`src/sldc_pkg.sv`:
```
package sldc_pkg;
  localparam int CLK_HZ       = 40_000_000;
  localparam int US_CYC       = CLK_HZ / 1_000_000;
  localparam int PWM_TO_US    = 300;
  localparam int PROG_TIME_MS = 200;
  localparam int PROG_CYC     = PROG_TIME_MS * (CLK_HZ / 1000);
  localparam int NREG         = 26;
  localparam int PWM_WIN      = 255;

  localparam logic [7:0] ADDR_BANK_SEL  = 8'h00;
  localparam logic [7:0] ADDR_CODE_BASE = 8'h01;
  localparam logic [7:0] ADDR_FADER     = 8'h13;
  localparam logic [7:0] ADDR_CTRL      = 8'h14;
  localparam logic [7:0] ADDR_ILIMIT    = 8'h15;
  localparam logic [7:0] ADDR_MASK      = 8'h16;
  localparam logic [7:0] ADDR_FAULT     = 8'h17;
  localparam logic [7:0] ADDR_HOLE      = 8'h18;
  localparam logic [7:0] ADDR_USER      = 8'h19;
  localparam logic [7:0] ADDR_NVM_CMD   = 8'h40;

  localparam int CTRL_PWM    = 0;
  localparam int CTRL_FADER  = 1;
  localparam int CTRL_TO_LSB = 2;
  localparam int NVM_RELOAD  = 0;
  localparam int NVM_STORE   = 1;
  localparam int NVM_UNLOCK  = 2;
  localparam int NVM_DONE    = 7;
  localparam logic [7:0] NVM_UNLOCK_CMD = 8'h04;
  localparam int F_OC        = 0;
  localparam int F_OT        = 1;
  localparam int F_UV        = 2;
  localparam int F_OPEN_LSB  = 3;
  localparam int F_SHORT_LSB = 5;
  localparam int M_OPEN      = 3;
  localparam int M_SHORT     = 4;

  // idle time before standby per timeout field, in microseconds
  localparam logic [3:0][13:0] IDLE_US = {14'd10000, 14'd5000, 14'd1000, 14'd500};

  // index 0 is offset 00h
  localparam logic [NREG-1:0][7:0] REG_DEFAULTS = {
    8'h00, 8'h00, 8'h00, 8'h00, 8'h11, 8'h00, 8'hff, 8'h00, 8'h4d, 8'h00,
    8'h4d, 8'h00, 8'h4d, 8'h00, 8'he7, 8'h00, 8'he7, 8'h00, 8'he7, 8'h01,
    8'h81, 8'h01, 8'h81, 8'h01, 8'h81, 8'h00};

  typedef enum logic [1:0] {SLDC_STARTUP, SLDC_STANDBY, SLDC_NORMAL} sldc_mode_e;
endpackage

```
`src/sldc_nvm_if.sv`:
```
interface sldc_nvm_if;
  import sldc_pkg::*;
  logic                  load_req;
  logic                  store_req;
  logic [NREG-1:0][7:0]  image;
  logic                  busy;
  logic                  done_p;
  logic                  load_valid;
  logic [4:0]            load_idx;
  logic [7:0]            load_data;
  modport ctrl (output load_req, store_req, image,
                input busy, done_p, load_valid, load_idx, load_data);
  modport mem  (input load_req, store_req, image,
                output busy, done_p, load_valid, load_idx, load_data);
endinterface

```
`src/sldc_nvm.sv`:
```
module sldc_nvm import sldc_pkg::*; #(
  parameter int PROG_CYCLES = PROG_CYC
) (
  // clock and reset
  input wire logic clk_sys_i,
  input wire logic resetn_i,
  // store port
  sldc_nvm_if.mem  nvm
);
  if (PROG_CYCLES < 1) begin : g_chk
    $error("PROG_CYCLES must be at least 1");
  end

  typedef struct packed {
    logic [NREG-1:0][7:0] mem;
    logic                 loading;
    logic                 programming;
    logic [4:0]           idx;
    logic [31:0]          cnt;
    logic                 done;
  } sldc_nvm_s;

  sldc_nvm_s s, next_s;

  always_comb begin
    next_s      = s;
    next_s.done = 1'b0;
    if (s.loading) begin
      if (s.idx == 5'(NREG - 1)) begin
        next_s.loading = 1'b0;
      end else begin
        next_s.idx = s.idx + 5'd1;
      end
    end else if (s.programming) begin
      if (s.cnt == 32'(PROG_CYCLES - 1)) begin
        next_s.programming = 1'b0;
        next_s.done        = 1'b1;
      end else begin
        next_s.cnt = s.cnt + 32'd1;
      end
    end else if (nvm.load_req) begin
      next_s.loading = 1'b1;
      next_s.idx     = 5'd0;
    end else if (nvm.store_req) begin
      next_s.programming = 1'b1;
      next_s.cnt         = 32'd0;
      next_s.mem         = nvm.image;
    end
  end

  always_ff @(posedge clk_sys_i or negedge resetn_i) begin
    if (!resetn_i) begin
      s     <= '0;
      s.mem <= REG_DEFAULTS;
    end else begin
      s <= next_s;
    end
  end

  assign nvm.busy       = s.loading | s.programming;
  assign nvm.done_p     = s.done;
  assign nvm.load_valid = s.loading;
  assign nvm.load_idx   = s.idx;
  assign nvm.load_data  = s.mem[s.idx];
endmodule

```
`src/sldc_top.sv`:
```
// Summary of operation
// - one colour driven at a time, waits drop
// - pending colours chosen red, green, blue
// - three banks of 10-bit codes, low/high
// - bank select low bits 00, 01, else bank two
// - host accesses only working registers
// - all but fault and command are storable
// - startup copies stored values to registers
// - 04h then 01h to 40h reloads
// - 04h then 02h to 40h stores
// - store ends, done flag set to one
// - two control bits pick brightness source
// - factor is duty or fader over 255
// - scaling keeps the channel current ratios
// - duty applies at rise if 300 us old
// - fault sets flag, unmasked drives pin low
// - fault read clears flags, releases pin
// - open: converter_output_voltage max, no current, no overcurrent
// - short: converter_output_voltage below 1.0V at end
// - overtemperature flags and forces standby
// - undervoltage flags, standby, reload on recovery
// - overcurrent only if limit active at end
// - all enables low for timeout gives standby
module sldc_top import sldc_pkg::*; #(
  parameter int PROG_CYCLES = PROG_CYC
) (
  // clock and reset
  input  wire logic       clk_sys_i,
  input  wire logic       resetn_i,
  // colour enables and brightness input
  input  wire logic [2:0] colour_en_i,
  input  wire logic       pwm_i,
  // analog status
  input  wire logic       overtemp_i,
  input  wire logic       undervolt_i,
  input  wire logic       converter_output_voltage_at_max_i,
  input  wire logic       driver_no_current_i,
  input  wire logic       converter_output_voltage_below_short_i,
  input  wire logic       pos_limit_i,
  // register port
  input  wire logic [7:0] reg_addr_i,
  input  wire logic       reg_wr_i,
  input  wire logic       reg_rd_i,
  input  wire logic [7:0] reg_wdata_i,
  output logic      [7:0] reg_rdata_o,
  // driver control
  output logic      [2:0] drive_en_o,
  output logic      [9:0] drive_code_o,
  // open-drain fault pin
  output logic            fault_o,
  output logic            fault_oe_o
);
  localparam logic [1:0] ACT_NONE = 2'd3;

  if (PROG_CYCLES < 1) begin : g_chk
    $error("PROG_CYCLES must be at least 1");
  end

  typedef struct packed {
    sldc_mode_e           mode;
    logic [NREG-1:0][7:0] regs;
    logic [7:0]           fault;
    logic                 unlock;
    logic                 done;
    logic                 load_req;
    logic                 store_req;
    logic                 load_sent;
    logic                 uv_prev;
    logic [1:0]           act;
    logic [5:0]           tick_cnt;
    logic [7:0]           win;
    logic [7:0]           high;
    logic [7:0]           duty;
    logic [8:0]           age;
    logic [7:0]           brc_pwm;
    logic [13:0]          idle;
    logic [7:0]           rdata;
    logic [2:0]           drive_en;
    logic [9:0]           drive_code;
    logic                 fault_oe;
  } sldc_state_s;

  sldc_state_s s, next_s;
  sldc_nvm_if  nvm_bus ();
  logic [7:0]  fset;
  logic        fclr;

  sldc_nvm #(
    .PROG_CYCLES (PROG_CYCLES)
  ) u_nvm (
    .clk_sys_i (clk_sys_i),
    .resetn_i  (resetn_i),
    .nvm       (nvm_bus.mem)
  );

  function automatic logic [1:0] bank_of(input logic [7:0] sel);
    return sel[1] ? 2'd2 : {1'b0, sel[0]};
  endfunction

  function automatic logic [9:0] code_of(input logic [NREG-1:0][7:0] r,
                                         input logic [1:0] bank,
                                         input logic [1:0] ch);
    logic [4:0] lo;
    lo = 5'(ADDR_CODE_BASE) + 5'd6 * 5'(bank) + 5'd2 * 5'(ch);
    return {r[lo + 5'd1][1:0], r[lo]};
  endfunction

  function automatic logic [1:0] prio(input logic [2:0] en);
    if (en[0]) begin
      return 2'd0;
    end else if (en[1]) begin
      return 2'd1;
    end else if (en[2]) begin
      return 2'd2;
    end
    return ACT_NONE;
  endfunction

  // factor is brc/255; the same factor on every code keeps the ratios
  function automatic logic [9:0] scale(input logic [9:0] code, input logic [7:0] brightness_factor);
    logic [17:0] p;
    p = 18'(code) * 18'(brightness_factor);
    return 10'(p / 18'd255);
  endfunction

  always_comb begin
    logic       tick;
    logic [7:0] hnext;
    logic [7:0] brightness_factor;
    logic       start;
    logic       in_ch;
    logic [7:0] msk;
    hnext             = 8'h00;
    brightness_factor               = 8'hff;
    next_s            = s;
    next_s.load_req   = 1'b0;
    next_s.store_req  = 1'b0;
    fset              = 8'h00;
    fclr              = 1'b0;
    msk               = s.regs[ADDR_MASK];
    tick              = (s.tick_cnt == 6'(US_CYC - 1));
    next_s.tick_cnt   = tick ? 6'd0 : s.tick_cnt + 6'd1;
    next_s.uv_prev    = undervolt_i;

    // duty measured over a window of 255 microsecond samples
    if (tick) begin
      if (s.age < 9'(PWM_TO_US)) begin
        next_s.age = s.age + 9'd1;
      end
      if (s.win == 8'(PWM_WIN - 1)) begin
        hnext       = s.high + 8'(pwm_i);
        next_s.duty = hnext;
        next_s.win  = 8'd0;
        next_s.high = 8'd0;
        if (hnext != s.duty) begin
          next_s.age = 9'd0;
        end
      end else begin
        next_s.win  = s.win + 8'd1;
        next_s.high = s.high + 8'(pwm_i);
      end
    end

    // startup load and mode sequencing
    case (s.mode)
      SLDC_STARTUP: begin
        if (!s.load_sent) begin
          next_s.load_req  = 1'b1;
          next_s.load_sent = 1'b1;
        end else if (!s.load_req && !nvm_bus.busy) begin
          next_s.mode = SLDC_STANDBY;
        end
      end
      SLDC_STANDBY: begin
        next_s.act = ACT_NONE;
        if (!overtemp_i && !undervolt_i && colour_en_i != 3'b000) begin
          next_s.mode = SLDC_NORMAL;
          next_s.idle = 14'd0;
        end
      end
      SLDC_NORMAL: begin
        if (overtemp_i || undervolt_i) begin
          next_s.mode = SLDC_STANDBY;
          next_s.act  = ACT_NONE;
        end else begin
          if (s.act == ACT_NONE) begin
            next_s.act = prio(colour_en_i);
          end else if (!colour_en_i[s.act]) begin
            next_s.act = prio(colour_en_i);
            // end of colour period: sample converter status
            if (pos_limit_i) begin
              fset[F_OC] = 1'b1;
            end
            if (converter_output_voltage_at_max_i && driver_no_current_i && !pos_limit_i) begin
              fset[F_OPEN_LSB +: 2] = s.act + 2'd1;
            end
            if (converter_output_voltage_below_short_i) begin
              fset[F_SHORT_LSB +: 2] = s.act + 2'd1;
            end
          end
          if (colour_en_i != 3'b000) begin
            next_s.idle = 14'd0;
          end else if (tick) begin
            next_s.idle = s.idle + 14'd1;
            if (s.idle + 14'd1 >= IDLE_US[s.regs[ADDR_CTRL][CTRL_TO_LSB +: 2]]) begin
              next_s.mode = SLDC_STANDBY;
            end
          end
        end
      end
      default: next_s.mode = SLDC_STARTUP;
    endcase

    // new colour turns on: take the duty only if it has settled
    start = (next_s.act != ACT_NONE) && (next_s.act != s.act);
    if (start && s.age >= 9'(PWM_TO_US)) begin
      next_s.brc_pwm = s.duty;
    end

    if (overtemp_i) begin
      fset[F_OT] = 1'b1;
    end
    if (undervolt_i) begin
      fset[F_UV] = 1'b1;
    end
    if (s.uv_prev && !undervolt_i && !nvm_bus.busy) begin
      next_s.load_req = 1'b1;
    end

    // register access, always to working registers
    in_ch = reg_addr_i < 8'(NREG) && reg_addr_i != ADDR_FAULT && reg_addr_i != ADDR_HOLE;
    if (reg_wr_i) begin
      if (reg_addr_i == ADDR_NVM_CMD) begin
        if (reg_wdata_i == NVM_UNLOCK_CMD) begin
          next_s.unlock = 1'b1;
        end else begin
          next_s.unlock = 1'b0;
          if (s.unlock && !nvm_bus.busy && reg_wdata_i[NVM_RELOAD]) begin
            next_s.load_req = 1'b1;
          end else if (s.unlock && !nvm_bus.busy && reg_wdata_i[NVM_STORE]) begin
            next_s.store_req = 1'b1;
            next_s.done      = 1'b0;
          end
        end
      end else if (in_ch) begin
        next_s.regs[5'(reg_addr_i)] = reg_wdata_i;
      end
    end
    if (nvm_bus.load_valid && nvm_bus.load_idx != 5'(ADDR_FAULT)) begin
      next_s.regs[nvm_bus.load_idx] = nvm_bus.load_data;
    end
    if (nvm_bus.done_p) begin
      next_s.done = 1'b1;
    end

    next_s.rdata = 8'h00;
    if (reg_rd_i) begin
      if (reg_addr_i == ADDR_FAULT) begin
        next_s.rdata = s.fault;
        fclr         = 1'b1;
      end else if (reg_addr_i == ADDR_NVM_CMD) begin
        next_s.rdata[NVM_DONE]   = s.done;
        next_s.rdata[NVM_UNLOCK] = s.unlock;
      end else if (in_ch) begin
        next_s.rdata = s.regs[5'(reg_addr_i)];
      end
    end

    // set wins over the clearing read
    next_s.fault    = (fclr ? 8'h00 : s.fault) | fset;
    next_s.fault_oe = (s.fault_oe && !fclr)
                    | (fset[F_OC] && !msk[F_OC])
                    | (fset[F_OT] && !msk[F_OT])
                    | (fset[F_UV] && !msk[F_UV])
                    | (fset[F_OPEN_LSB +: 2] != 2'd0 && !msk[M_OPEN])
                    | (fset[F_SHORT_LSB +: 2] != 2'd0 && !msk[M_SHORT]);

    // brightness source and scaled drive code
    if (s.regs[ADDR_CTRL][CTRL_PWM]) begin
      brightness_factor = next_s.brc_pwm;
    end else if (s.regs[ADDR_CTRL][CTRL_FADER]) begin
      brightness_factor = s.regs[ADDR_FADER];
    end else begin
      brightness_factor = 8'hff;
    end
    next_s.drive_en   = 3'b000;
    next_s.drive_code = 10'd0;
    if (next_s.mode == SLDC_NORMAL && next_s.act != ACT_NONE) begin
      next_s.drive_en[next_s.act] = 1'b1;
      next_s.drive_code = scale(code_of(s.regs, bank_of(s.regs[ADDR_BANK_SEL]),
                                        next_s.act), brightness_factor);
    end
  end

  always_ff @(posedge clk_sys_i or negedge resetn_i) begin
    if (!resetn_i) begin
      s         <= '0;
      s.mode    <= SLDC_STARTUP;
      s.regs    <= REG_DEFAULTS;
      s.act     <= ACT_NONE;
      s.duty    <= 8'hff;
      s.brc_pwm <= 8'hff;
    end else begin
      s <= next_s;
    end
  end

  // store image leaves out the fault flags, which are never kept
  always_comb begin
    nvm_bus.image             = s.regs;
    nvm_bus.image[ADDR_FAULT] = 8'h00;
  end
  assign nvm_bus.load_req  = s.load_req;
  assign nvm_bus.store_req = s.store_req;

  assign reg_rdata_o  = s.rdata;
  assign drive_en_o   = s.drive_en;
  assign drive_code_o = s.drive_code;
  assign fault_o      = 1'b0;
  assign fault_oe_o   = s.fault_oe;
endmodule

```
`config.mk`:
```
export PLATFORM = sky130hd
export DESIGN_NAME = sldc_top
export DESIGN_NICKNAME = d
export VERILOG_FILES = /design/src/sldc_pkg.sv /design/src/sldc_nvm_if.sv /design/src/sldc_nvm.sv /design/src/sldc_top.sv
export SDC_FILE = /design/constraint.sdc
export NUM_CORES = 2
export LEC_CHECK = 0
export BUFFER_PORTS_ARGS = -buffer_cell sky130_fd_sc_hd__clkbuf_2
export CORE_ASPECT_RATIO = 1.1
export CORE_MARGIN = 2
export CORE_UTILIZATION = 50
export DETAILED_ROUTE_END_ITERATION = 8
export HOLD_SLACK_MARGIN = 0.1
export PLACE_DENSITY = 0.75
export SETUP_SLACK_MARGIN = 0.1
export SYNTH_ARGS = -nofsm -noshare
export SYNTH_HDL_FRONTEND = slang
export SYNTH_SLANG_ARGS = --single-unit
```
`constraint.sdc`:
```
create_clock -name clk_sys_i -period 13 [get_ports clk_sys_i]
set_input_delay 2.6 -clock clk_sys_i [delete_from_list [all_inputs] [get_ports clk_sys_i]]
set_output_delay 2.6 -clock clk_sys_i [all_outputs]
set_load 0.01 [all_outputs]
```
==> results by stage <==
Status:
- The flow ran to the end, but the final reports show violations.
- The final reports fail on DRC, setup timing.

Drt:
- The count of vias placed by the detailed router is 30.3k.
- For this run, the detailed router's first-pass iteration total came to 9.
- The post-detailed-route via-to-cell ratio is 6.07.
- Once detail routing completed, the nets flagged for antenna violations numbered 0.
- The routed design has 108000 µm of wire.
- Dividing the detail-routed wire length by the instance count gives 21.6 µm.
- For this block, the initial DRC count from the detailed router was 3530.
- In the routed design, unresolved DRC markers number 1.

STA:
- Setup repair after global routing could not meet its margin everywhere.
- Across the routed clock network, the largest skew measured is 71.3 ps.
- Dividing the final minimum period by the clock period gives 1.07.
- After layout, the worst setup slack is -926 ps.
- The final setup violation count is 3.
- The slew at the pin closest to its max-slew limit is 1330 ps.
- The number of endpoints with negative hold slack in the final report is 0.
- The fmax is 71.8 MHz.
- The final critical delay including setup and external delays is 13930 ps.
- The number of pins with negative max-slew slack in the final report was 0.
- The headroom to the max-slew limit is 0.112.

Synth:
- Synthesis produced 3736 cells.
- The share of the synthesized area in the top cell type is 0.314.
- The cell area after synthesis is 34500 µm².
- After synthesis, the mean cell area works out to 9.23 µm².
- The count of flip-flops with a built-in enable after synthesis is 0.
- For this run, the leading register cell type out of synthesis is dfrtp_1.
- After synthesis the netlist holds a flip-flop and latch count of 548.
- Counting flops with an async set or reset pin after synthesis yields a share of 1.00.
- The dominant cell type by area after synthesis is dfrtp_1.
- After synthesis, the netlist uses 121 different library cells.
- The number of nets produced by synthesis is 3887.
- Yosys attributes the largest share of cell area to dfrtp_1 (31%), nand2_1 (9.8%), dfstp_2 (8.8%), mux4_2 (8.0%), mux2i_1 (4.9%).
- The number of warnings issued by yosys is 0.
- The post-synthesis sequential area ratio is 0.402.

Min path:
- In this run the most critical hold path is launched from s[287].
- The path class of the tightest hold or removal check is register to register.
- The hold path depth is 0.
- The hold path endpoint is s[287].

Final layout:
- The fraction of final layout cells sized beyond drive strength 1 is 0.275.
- In the final design database the tool counted 4169 nets.
- Summing all non-filler instances in the final layout gives an area of 41500 µm².
- The most common cell after layout, fill and taps aside is nand2_1.
- Leaving out fill and tap cells, the most frequent cells in the layout are nand2_1 (893), dfrtp_1 (430), buf_4 (352).
- For this run, the share of the core covered by cells in the final layout is 0.611.
- The layout overhead on the synthesized area is 20.5%.
- After filler insertion, the fill cell instance count of the layout stands at 5554.

Global route:
- The via count of the first global-routing pass is 29.3k.
- The number of antenna violations at the first check in global routing is 4.
- After global routing the overflow that remains totals 0.
- The first global-routing pass estimated 165000 µm of wire.
- Entering global routing, the biggest net connects 171 pins.
- The all-layer global routing usage is 0.296.

Critical path:
- The type of the setup path with the least slack is input pin to register.
- On the critical path, the stage with the largest delay is an instance of mux4_2.
- The worst register-to-register path ends at drive_code_o[0].
- The nature of the critical path startpoint is an input pin.
- The number of cells on the worst reg-to-reg path is 57.
- The highest net fanout along the worst path is 8.
- The start point of the critical path is colour_en_i[0].
- The peak per-stage delay on the critical path is 550 ps.
- The type of element capturing the critical path is a register.
- Setup slack on the worst reg-to-reg path comes out at 120 ps.
- STA puts the critical path data arrival time at 14440 ps.
- The start of the worst register-to-register path is s[84].
- The endpoint required time on the critical path is 13520 ps.

Clocking:
- The number of clock sinks seen by CTS is 548.
- The H-tree depth reported by CTS is 2.
- In this run, CTS created clock tree buffers numbering 59.
- The clock root buffer master is clkbuf_16.
- The clock reaches the later pin of the worst-skew pair after 680 ps.
- Clock-pin slew was measured on the worst setup and hold paths at 60 ps.
- The TritonCTS clock tree is yes.
- The number of buffers on the longest clock path is 3.

Floorplanning:
- The effective utilization at floorplan is 0.507.
- The total die area is 71100 µm².
- Pin placement for this block handled 53 I/O pins.
- The chip height is 279 µm.
- The core region is 67900 µm².
- Row generation in the floorplan step produced 100 rows.
- The floorplan step set the die width to 254 µm.

Job:
- The number of max-cap violations is 0.

Placement:
- The cell area reported after detailed placement is 37700 µm².
- Buffers placed on the I/O ports in this run total 51.
- The HPWL reported at the end of detailed placement is 71800 µm.
- Routability-driven placement finished with a final weighted congestion of 0.969.
==> worst max-delay path, delay by kind of cell <==
kind / cells / cell delay, ps
AOI/OAI and AO/OA: 20 / 3400
xor gates and xnor gates: 1 / 260
adders and majority gates: 6 / 2460
buffers and inverters: 14 / 1690
muxes: 1 / 550
and+or+nand+nor: 14 / 3440
==> stage by stage <==
step | hold slack [ps] | cells | worst slack (ps) | TNS, ps
2_1_floorplan | 417 | 3736 | -990 | -1640
3_3_place_gp | 380 | 4786 | -1590 | -3880
3_5_place_dp | 383 | 4786 | -1740 | -4260
4_1_cts | 397 | 4915 | -739 | -1280
5_1_grt | 410 | 4988 | -1390 | -3900
6_report | 399 | 4988 | -926 | -2610
==> synth_stat cells, types with 19 or more instances <==
| master | count |
|---|---|
| o22ai_1 | 19 |
| nor3_1 | 50 |
| nor2_1 | 332 |
| o21ai_0 | 182 |
| a21o_1 | 21 |
| nand2_1 | 903 |
| dfrtp_1 | 432 |
| xor2_1 | 47 |
| inv_1 | 104 |
| nor2b_1 | 29 |
| mux2i_1 | 170 |
| and2_1 | 21 |
| xnor2_1 | 41 |
| a211oi_1 | 24 |
| nand3_1 | 95 |
| buf_1 | 19 |
| o21ai_1 | 31 |
| a31oi_1 | 21 |
| or2_2 | 19 |
| a21oi_1 | 197 |
| dfstp_2 | 116 |
| nor4_1 | 19 |
| nand2b_1 | 19 |
| fa_1 | 48 |
| clkbuf_1 | 179 |
| ha_1 | 73 |
| mux2_2 | 79 |
| buf_4 | 23 |
| nand4_1 | 31 |
| mux4_2 | 123 |
==> flip-flops by register name, summed over array words and instances (netlist names) <==
| signal | cells |
|---|---|
| nvm_bus.store_req | 1 |
| nvm_bus.load_req | 1 |
| drive_en_o | 3 |
| u_nvm.nvm.load_valid | 1 |
| nvm_bus.image | 200 |
| s | 84 |
| reg_rdata_o | 8 |
| u_nvm.nvm.done_p | 1 |
| drive_code_o | 10 |
| u_nvm.nvm.load_idx | 5 |
| u_nvm.s | 233 |
| fault_oe_o | 1 |
==> cell type report <==
type                       instances  area, µm²  area share
clock buffer                      89       1740      0.0419
multi-input combinational       2844      20400       0.491
timing repair buffer             460       3710      0.0894
tap                              918       1150      0.0277
sequential                       548      13900       0.334
antenna                            1       2.50   0.0000603
clock inverter                    23        272     0.00654
inverter                         105        394     0.00949
==> cells by family (layout without fill, tap and decap cells) <==
logic type | count (synthesis) | after routing | share of synthesized area
AOI/OAI and AO/OA | 647 | 647 | 0.120
xor gates and xnor gates | 90 | 90 | 0.0233
and+or+nand+nor | 1612 | 1612 | 0.203
muxes | 373 | 373 | 0.156
adders and majority gates | 121 | 121 | 0.0544
other | 1 | 2 | 0.000109
buffers and inverters | 344 | 677 | 0.0408
DFF | 548 | 548 | 0.402
==> layer usage <==
layer  vias up  global-route usage  share of wire
met5         -                   0        0.00029
met4         4               0.148          0.055
met3       371              0.0646          0.095
met2      1559               0.463           0.46
met1     14800               0.389           0.39
li1      13500                   -              -
==> worst max-delay path by stage <==
| stage | slack [ps] | to |
|---|---|---|
| floorplan | -990 | drive_code_o[0] |
| CTS | -740 | drive_code_o[0] |
| detailed placement | -1740 | drive_code_o[0] |
| global route | -1390 | drive_code_o[0] |
| finish | -930 | drive_code_o[0] |
| global placement | -1590 | drive_code_o[0] |
==> timing repair <==
action	CTS	global route
pin swaps	16	127
endpoints found under the setup margin	3	4
setup buffers	17	71
hold buffers	0	0
endpoints found under the hold margin	0	0
resized for setup	52	188
cloned	0	1
Power is left out: the tool's default activity adds up to more than one toggle a clock period on the data nets, which glitch-free logic cannot reach.
